<file path="config.mk">
export PLATFORM = sky130hd
export DESIGN_NAME = host_interrupt_standby_control
export DESIGN_NICKNAME = d
export VERILOG_FILES = /design/src/rtl/irq_standby_pkg.sv /design/src/rtl/hotkey_match.sv /design/src/rtl/host_interrupt_standby_control.sv
export VERILOG_INCLUDE_DIRS = /design/src /design/src/rtl
export SDC_FILE = /design/constraint.sdc
export NUM_CORES = 1
export LEC_CHECK = 0
export ABC_AREA = 1
export ABC_CLOCK_PERIOD_IN_PS = 2200
export BUFFER_PORTS_ARGS = -buffer_cell sky130_fd_sc_hd__buf_4
export CAP_MARGIN = 20
export CORE_ASPECT_RATIO = 1.4
export CORE_UTILIZATION = 59
export DETAILED_ROUTE_END_ITERATION = 12
export PLACE_DENSITY = 0.8
export SETUP_SLACK_MARGIN = 0.2
export SYNTH_ARGS = -nofsm -noshare
export SYNTH_HDL_FRONTEND = slang
export SYNTH_SLANG_ARGS = --single-unit
</file>
<file path="constraint.sdc">
create_clock -name mclk -period 2.2 [get_ports mclk]
set_clock_uncertainty 0.15 [all_clocks]
set_input_delay 0.44 -clock mclk [delete_from_list [all_inputs] [get_ports mclk]]
set_output_delay 0.44 -clock mclk [all_outputs]
set_load 0.005 [all_outputs]
</file>
<file path="src/rtl/irq_standby_consts.svh">
// Constants for the host interrupt and standby control block.
// Assumes a 10 MHz system clock on mclk.
`ifndef IRQ_STANDBY_CONSTS_SVH
`define IRQ_STANDBY_CONSTS_SVH

// ----------------------------------------
// Clock and timing
// ----------------------------------------
`define CLK_PERIOD_NS 100
`define MUTE_LEAD_NS 2000
// Least time rounds up
`define MUTE_LEAD_CYC ((`MUTE_LEAD_NS + `CLK_PERIOD_NS - 1) / `CLK_PERIOD_NS)

// ----------------------------------------
// Interrupt source bit positions
// ----------------------------------------
`define SRC_KEY 0
`define SRC_RC 1
`define SRC_WAKE 2
`define SRC_ALARM 3
`define SRC_WDOG 4
`define SRC_OSC 5
`define SRC_GPIO 6
`define SRC_BATT 7
`define SRC_THERM 8
`define SRC_HOTKEY 9
`define NUM_SRC 10

// ----------------------------------------
// Widths and reset values
// ----------------------------------------
`define KEY_W 16
`define GPIO_W 2
`define GUARD_W 16
`define HOTKEY_ADDRS 8
`define PEND_RST 10'h000
`define GUARD_RST 16'hffff

`endif

</file>
<file path="src/rtl/irq_standby_pkg.sv">
// Types for the host interrupt and standby control block.
// Assumes the constants header is compiled alongside.
package irq_standby_pkg;
	typedef enum logic [3:0] {
		ST_RUN = 4'h1,
		ST_MUTE_WAIT = 4'h2,
		ST_STANDBY = 4'h4,
		ST_WAKE = 4'h8
	} power_state_t;
endpackage

</file>
<file path="src/rtl/hotkey_match.sv">
// Hotkey matcher: a small table of device addresses and command bytes.
// Assumes the table is loaded from the same clock domain.
`timescale 1ns/1ps
`include "irq_standby_consts.svh"

module hotkey_match (
	input wire logic mclk,
	input wire logic arst_n,
	input wire logic addr_wr,
	input wire logic [2:0] addr_idx,
	input wire logic [7:0] addr_data,
	input wire logic [7:0] cmd_data,
	input wire logic rc_valid,
	input wire logic [7:0] rc_addr,
	input wire logic [7:0] rc_cmd,
	output logic hit_q
);
	logic [7:0] addr_mem_q [`HOTKEY_ADDRS];
	logic [7:0] cmd_mem_q [`HOTKEY_ADDRS];
	logic [`HOTKEY_ADDRS-1:0] used_q;
	logic hit_d;

	// ----------------------------------------
	// Table storage
	// ----------------------------------------
	always_ff @(posedge mclk or negedge arst_n) begin
		if (!arst_n) begin
			used_q <= 8'h00;
			for (int i = 0; i < `HOTKEY_ADDRS; i++) begin
				addr_mem_q[i] <= 8'h00;
				cmd_mem_q[i] <= 8'h00;
			end
		end else if (addr_wr) begin
			used_q[addr_idx] <= 1'b1;
			addr_mem_q[addr_idx] <= addr_data;
			cmd_mem_q[addr_idx] <= cmd_data;
		end
	end

	// Compare incoming code against every stored pair
	always_comb begin
		hit_d = 1'b0;
		for (int i = 0; i < `HOTKEY_ADDRS; i++) begin
			if (used_q[i] && addr_mem_q[i] == rc_addr &&
				cmd_mem_q[i] == rc_cmd)
				hit_d = 1'b1;
		end
		hit_d = hit_d & rc_valid;
	end

	// Registered hit pulse
	always_ff @(posedge mclk or negedge arst_n) begin
		if (!arst_n)
			hit_q <= 1'b0;
		else
			hit_q <= hit_d;
	end
endmodule

</file>
<file path="src/rtl/host_interrupt_standby_control.sv">
// Host interrupt gathering and standby power handshake.
// Assumes event strobes on mclk, pins synchronised here, pull-up outside.
// Contract
// - Interrupt to host is signalled by pulling the line low, always.
// - Front-panel or remote key press, toggle change included, interrupts.
// - Rising edge on the wake pin interrupts.
// - Alarm, watchdog expiry or oscillator failure interrupts.
// - Line stays low until the interrupt buffer has been read.
// - Buffer names the exact source, down to the key.
// - Line is open drain, only pulls low; pull-up is outside.
// - New key or GPIO data during a read updates data; it interrupts again only if its bit was not in the snapshot.
// - Stored hotkeys, up to eight addresses, wake the system.
// - Ready falling drives standby request high.
// - Ready low after boot or wake asserts standby at guard zero.
// - Ready falling mutes at once, standby at least 2 us later.
// - Ready high asserts standby only if guard enabled and expired.
// - Mute before power off, unmute right after ready rises on wake.
`timescale 1ns/1ps
`include "irq_standby_consts.svh"

module host_interrupt_standby_control
	import irq_standby_pkg::*;
(
	input wire logic mclk,
	input wire logic arst_n,
	input wire logic key_event,
	input wire logic [`KEY_W-1:0] key_code,
	input wire logic rc_event,
	input wire logic rc_toggle,
	input wire logic [7:0] rc_addr,
	input wire logic [7:0] rc_cmd,
	input wire logic wake_pin,
	input wire logic alarm_event,
	input wire logic wdog_event,
	input wire logic osc_fail_event,
	input wire logic [`GPIO_W-1:0] gpio_in,
	input wire logic batt_low_event,
	input wire logic therm_event,
	input wire logic hotkey_wr,
	input wire logic [2:0] hotkey_idx,
	input wire logic [7:0] hotkey_addr,
	input wire logic [7:0] hotkey_cmd,
	input wire logic rd_start,
	input wire logic rd_done,
	output logic [`NUM_SRC-1:0] irq_buffer,
	output logic [`KEY_W-1:0] key_data,
	output logic [`GPIO_W-1:0] gpio_data,
	input wire logic ready_pin,
	input wire logic guard_en,
	input wire logic guard_clear,
	input wire logic [`GUARD_W-1:0] guard_load,
	output logic irq_n_out,
	output logic irq_n_oe,
	output logic standby_request,
	output logic mute,
	output logic wake_request
);
	logic [1:0] wake_sync_q;
	logic [1:0] ready_sync_q;
	logic [`GPIO_W-1:0] gpio_s1_q;
	logic [`GPIO_W-1:0] gpio_s2_q;
	logic [`GPIO_W-1:0] gpio_prev_q;
	logic wake_prev_q;
	logic ready_prev_q;
	logic rc_toggle_q;
	logic [`NUM_SRC-1:0] pend_q;
	logic [`NUM_SRC-1:0] snap_q;
	logic reading_q;
	logic [`NUM_SRC-1:0] ev;
	logic [`KEY_W-1:0] key_q;
	logic [`GPIO_W-1:0] gpio_q;
	logic hotkey_hit;
	logic ready_s;
	logic ready_fall;
	logic ready_rise;
	logic [`GUARD_W-1:0] guard_q;
	logic guard_zero;
	logic [5:0] lead_q;
	power_state_t state_q;
	logic standby_request_q;
	logic mute_q;
	logic boot_q;
	logic wake_ev;

	// ----------------------------------------
	// Pin synchronisers
	// ----------------------------------------
	always_ff @(posedge mclk or negedge arst_n) begin
		if (!arst_n) begin
			wake_sync_q <= 2'h0;
			ready_sync_q <= 2'h0;
			gpio_s1_q <= 2'h0;
			gpio_s2_q <= 2'h0;
		end else begin
			wake_sync_q <= {wake_sync_q[0], wake_pin};
			ready_sync_q <= {ready_sync_q[0], ready_pin};
			gpio_s1_q <= gpio_in;
			gpio_s2_q <= gpio_s1_q;
		end
	end

	assign ready_s = ready_sync_q[1];

	// Edge history
	always_ff @(posedge mclk or negedge arst_n) begin
		if (!arst_n) begin
			wake_prev_q <= 1'b0;
			ready_prev_q <= 1'b0;
			gpio_prev_q <= 2'h0;
			rc_toggle_q <= 1'b0;
		end else begin
			wake_prev_q <= wake_sync_q[1];
			ready_prev_q <= ready_s;
			gpio_prev_q <= gpio_s2_q;
			if (rc_event)
				rc_toggle_q <= rc_toggle;
		end
	end

	assign ready_fall = ready_prev_q & ~ready_s;
	assign ready_rise = ~ready_prev_q & ready_s;

	hotkey_match u_hotkey (
		.mclk(mclk),
		.arst_n(arst_n),
		.addr_wr(hotkey_wr),
		.addr_idx(hotkey_idx),
		.addr_data(hotkey_addr),
		.cmd_data(hotkey_cmd),
		.rc_valid(rc_event),
		.rc_addr(rc_addr),
		.rc_cmd(rc_cmd),
		.hit_q(hotkey_hit)
	);

	// ----------------------------------------
	// Event gathering
	// ----------------------------------------
	always_comb begin
		ev = `PEND_RST;
		ev[`SRC_KEY] = key_event;
		ev[`SRC_RC] = rc_event | (rc_event & (rc_toggle ^ rc_toggle_q));
		ev[`SRC_WAKE] = wake_sync_q[1] & ~wake_prev_q;
		ev[`SRC_ALARM] = alarm_event;
		ev[`SRC_WDOG] = wdog_event;
		ev[`SRC_OSC] = osc_fail_event;
		ev[`SRC_GPIO] = |(gpio_s2_q ^ gpio_prev_q);
		ev[`SRC_BATT] = batt_low_event;
		ev[`SRC_THERM] = therm_event;
		ev[`SRC_HOTKEY] = hotkey_hit;
	end

	// Read window: snapshot is what the host sees
	always_ff @(posedge mclk or negedge arst_n) begin
		if (!arst_n) begin
			reading_q <= 1'b0;
			snap_q <= `PEND_RST;
		end else if (rd_start && !reading_q) begin
			reading_q <= 1'b1;
			snap_q <= pend_q;
		end else if (rd_done) begin
			reading_q <= 1'b0;
		end
	end

	// Pending bits: set wins over clear of reported bits
	always_ff @(posedge mclk or negedge arst_n) begin
		if (!arst_n)
			pend_q <= `PEND_RST;
		else if (reading_q && rd_done)
			pend_q <= (pend_q & ~snap_q) | ev;
		else
			pend_q <= pend_q | ev;
	end

	// Key and GPIO data always follow new input
	always_ff @(posedge mclk or negedge arst_n) begin
		if (!arst_n) begin
			key_q <= 16'h0000;
			gpio_q <= 2'h0;
		end else begin
			if (key_event)
				key_q <= key_code;
			gpio_q <= gpio_s2_q;
		end
	end

	assign irq_buffer = snap_q;
	assign key_data = key_q;
	assign gpio_data = gpio_q;
	// Line held low while any bit pends; released for the whole read window
	assign irq_n_out = 1'b0;
	assign irq_n_oe = reading_q ? 1'b0 : (|pend_q);
	// Plain remote codes only pend; stored hotkeys and other sources wake
	assign wake_ev = ev[`SRC_KEY] | (|ev[`NUM_SRC-1:`SRC_RC+1]);
	assign wake_request = (state_q == ST_STANDBY) & wake_ev;

	// ----------------------------------------
	// Guard timer
	// ----------------------------------------
	always_ff @(posedge mclk or negedge arst_n) begin
		if (!arst_n)
			guard_q <= `GUARD_RST;
		else if (guard_clear)
			guard_q <= guard_load;
		else if ((guard_en || boot_q) && guard_q != 16'h0000)
			guard_q <= guard_q - 16'h0001;
	end

	assign guard_zero = (guard_q == 16'h0000);

	// ----------------------------------------
	// Standby and mute sequencing
	// ----------------------------------------
	always_ff @(posedge mclk or negedge arst_n) begin
		if (!arst_n) begin
			state_q <= ST_WAKE;
			standby_request_q <= 1'b0;
			mute_q <= 1'b1;
			lead_q <= 6'h00;
			boot_q <= 1'b1;
		end else begin
			case (state_q)
			ST_RUN: begin
				if (ready_fall || (!ready_s && guard_zero) ||
					(ready_s && guard_en && guard_zero)) begin
					mute_q <= 1'b1;
					lead_q <= 6'h00;
					state_q <= ST_MUTE_WAIT;
				end
			end
			ST_MUTE_WAIT: begin
				if (lead_q >= 6'(`MUTE_LEAD_CYC - 1)) begin
					standby_request_q <= 1'b1;
					state_q <= ST_STANDBY;
				end else
					lead_q <= lead_q + 6'h01;
			end
			ST_STANDBY: begin
				if (wake_ev) begin
					standby_request_q <= 1'b0;
					boot_q <= 1'b1;
					state_q <= ST_WAKE;
				end
			end
			ST_WAKE: begin
				if (ready_rise || ready_s) begin
					mute_q <= 1'b0;
					boot_q <= 1'b0;
					state_q <= ST_RUN;
				end else if (guard_zero) begin
					mute_q <= 1'b1;
					lead_q <= 6'h00;
					state_q <= ST_MUTE_WAIT;
				end
			end
			default: state_q <= ST_WAKE;
			endcase
		end
	end

	assign standby_request = standby_request_q;
	assign mute = mute_q;
endmodule

</file>
==> results.toml <==
[hold_path]
hp-class = "primary input to register"
min_path_cells = 3

[timing]
hold_viol = 0
min_period_over_period_pct = 103.0
fin_ws_ps = -65.13
min_period_ps = 2265
slew-limit-headroom_pct = 62.18
setup_violations = 2
final.setup.tns_ps = -124.9
drv_slew = 0
fmax_mhz = 441.5
max_slew.worst_pin.slew_ps = 563.0
rsz0062_at_grt = "true"

[cts]
cts-root-buf = "clkbuf_16"
cts_tree = "yes"
cts.path.max_buffers = 3
clk_pin_slew_ps = 60
cts_buffers = 22
cts_sinks = 215
h-tree-depth = 1
clk_latency_ps = 510

[global_routing]
grt_pass1_wl_um = 47830
grt_max_degree = 64
grt_antenna_before_repair = 0
use_met2_pct = 58.41
met1_usage_pct = 38.54
grt_pass1_vias = 9546
met3_usage_pct = 4.151
grt_overflow_total = 0
top_usage_layer = "met2"
grt_use_total_pct = 33.77

[routing]
viasPerCell = 5.451
wire_per_inst_um = 17.48
ant_nets = 0
first_pass_iters = 5
routed_wl_um = 30680
vias = 9566
drt_iter0_drc = 823
drc = 0

[die]
core_um2 = 17470
die_area_um2 = 18520
initial_core_util_pct = 60.69
io_pins = 119
die_height_um = 160.6
row_count = 57
die_w_um = 115.3

[finish]
drive_above_1_share_pct = 17.58
instances_no_fill = 1755
final-seq-area_um2 = 5404
layout.nets = 1592
final_area_um2 = 12990
antenna_cells = 0
final_common_cell = "nand2_1"
final_cell_mix = "nand2_1 (483), dfrtp_1 (196), o21ai_0 (169), buf_4 (142), inv_1 (137)"
fill_cells = 1263
multi_input_area_um2 = 4471
area_growth_syn_to_layout_pct = 22.53

[power]
p_leak_uw = 0.006614
p_total_uw = 11370
ir_drop_mv = 0.8324
power_density_nw_per_um2 = 875.2

[setup_path]
cp.required_ps = 1610
crit_type = "register to output port"
path_cells = "xor2_1, a21oi_4, nand3_2, nand2_2, inv_2, buf_6"
reg2reg_depth = 14
cp_num_cells = 6
arrival_ps = 1680
crit_path_start_kind = "register"
cp-end-kind = "output port"
cp_slowest_cell = "dfrtp_1"
rrSetupSlack_ps = -60
crit_family = "flip-flops"
crit_fanout = 2
path_buf_inv = 2
cpPeakStageDelay_ps = 430

[status]
status = "finished, violations left"
violations = "setup timing"

[job]
drv_cap = 0

[logic_synthesis]
ys_types = 46
synth_area_per_cell_um2 = 7.890
ys.flop_type = "dfrtp_1"
syn_inst = 1344
async_reset_ff_share_pct = 100.0
ys_warn_count = 0
synth-edff-count = 0
syn_area_um2 = 10600
syn-num-nets = 1433
ys_seq_area_share_pct = 50.96
ys_seq_elements = 215

[place]
place_hpwl_um = 20400
io_buffers = 116
dp.cells = 1667
gp_congestion = 0.9601
place_ws_ps = 196.9
placed_area_um2 = 11750
==> synth_stat cells (2+ instances only) <==
cell | n | area share [%]
nor2_4 | 3 | 0.32
inv_4 | 2 | 0.12
inv_1 | 138 | 4.9
dfrtp_1 | 196 | 46
xnor2_1 | 3 | 0.25
o21ai_1 | 5 | 0.24
or2_2 | 7 | 0.41
o221ai_2 | 3 | 0.42
o211ai_1 | 14 | 0.99
nor2_1 | 103 | 3.6
nand2_1 | 484 | 17
mux2_2 | 8 | 0.85
a21oi_1 | 8 | 0.38
ha_1 | 3 | 0.35
nor4_1 | 2 | 0.12
o211ai_2 | 4 | 0.47
buf_4 | 3 | 0.21
a211oi_2 | 2 | 0.24
o21ai_2 | 2 | 0.17
nor2_2 | 5 | 0.29
nor3_1 | 10 | 0.47
inv_2 | 5 | 0.18
nand3_1 | 34 | 1.6
dfstp_2 | 19 | 4.7
o21ai_0 | 169 | 8.0
nand3_2 | 2 | 0.19
xor2_1 | 38 | 3.1
nand4_1 | 9 | 0.53
nand2_4 | 4 | 0.42
clkbuf_1 | 28 | 0.99
buf_2 | 16 | 0.76
==> timing repair <==
item / in CTS / in global routing
hold buffers: 30 / 1
buffers inserted: 15 / 2
endpoints found under the hold margin: 111 / 1
endpoints found under the setup margin: 2 / 3
pin swaps: 6 / 2
gates cloned: 0 / 0
gates resized for setup: 7 / 10
==> routing by layer <==
metal | share of wire, % | vias to the layer above
li1 | - | 4529
met1 | 37 | 4490
met2 | 50 | 426
met3 | 5.9 | 121
met4 | 7.1 | 0
met5 | 0 | -
==> kinds of logic (layout without fill, tap and decap cells) <==
| group | Yosys count | after routing | synth area share (%) |
|---|---|---|---|
| adder cells (fa/ha/maj) | 3 | 3 | 0.3540 |
| buffers and inverters | 195 | 370 | 7.316 |
| AND/OR/NAND/NOR | 669 | 669 | 25.71 |
| multiplexers | 8 | 8 | 0.8496 |
| AO/OA/AOI/OAI | 212 | 212 | 11.39 |
| flip-flops | 215 | 215 | 50.96 |
| XOR/XNOR | 41 | 41 | 3.386 |
| other | 1 | 1 | 0.03536 |
==> per-stage QoR <==
| step | hold slack, ps | util [%] |
|---|---|---|
| floorplan | -5.591 | - |
| global placement | 185.1 | 67.23 |
| detailed placement | 186.2 | 67.23 |
| CTS | 0.1211 | 73.99 |
| global route | 15.68 | 74.36 |
| finish | 7.487 | 74.36 |
==> layout make-up <==
cell class / count / area share [%]
clock buffer: 33 / 4.940
clock inverter: 7 / 0.7608
inverter: 146 / 4.257
multi-input combinational: 934 / 34.41
sequential: 215 / 41.59
tap: 236 / 2.273
timing repair buffer: 184 / 11.77
==> power breakdown <==
part / switching (µW) / leakage (µW) / internal [µW] / total, µW
clock: 1560 / 0.000361 / 2260 / 3820
sequential: 496 / 0.00257 / 4630 / 5130
combinational: 1440 / 0.00369 / 982 / 2430
total: 3500 / 0.00661 / 7870 / 11400
==> registers in the layout, summed over array words and instances, names as in the netlist, 2 cells and up <==
register and count:
guard_q 16, pend_q 10, u_hotkey.cmd_mem_q 64, gpio_data 2
u_hotkey.used_q 8, gpio_s1_q 2, gpio_s2_q 2, ready_sync_q 2
wake_sync_q 2, key_data 16, u_hotkey.addr_mem_q 64, irq_buffer 10
lead_q 6, state_q 4
==> final timing paths <==
| path | start | to |
|---|---|---|
| min reg2reg | gpio_s1_q[1] | gpio_s2_q[1] |
| max in group asynchronous | arst_n | u_hotkey.cmd_mem_q[54] |
| max reg2reg | gpio_data[0] | standby_request |
| max | gpio_data[0] | wake_request |
| min | guard_load[10] | guard_q[10] |
| min in group asynchronous | arst_n | irq_buffer[7] |
==> tightest hold or removal path: stages <==
cell and delay, ps:
buf_4 80, nand2_1 50, o221ai_2 60
No activity file was read; power rests on OpenSTA's default activity.
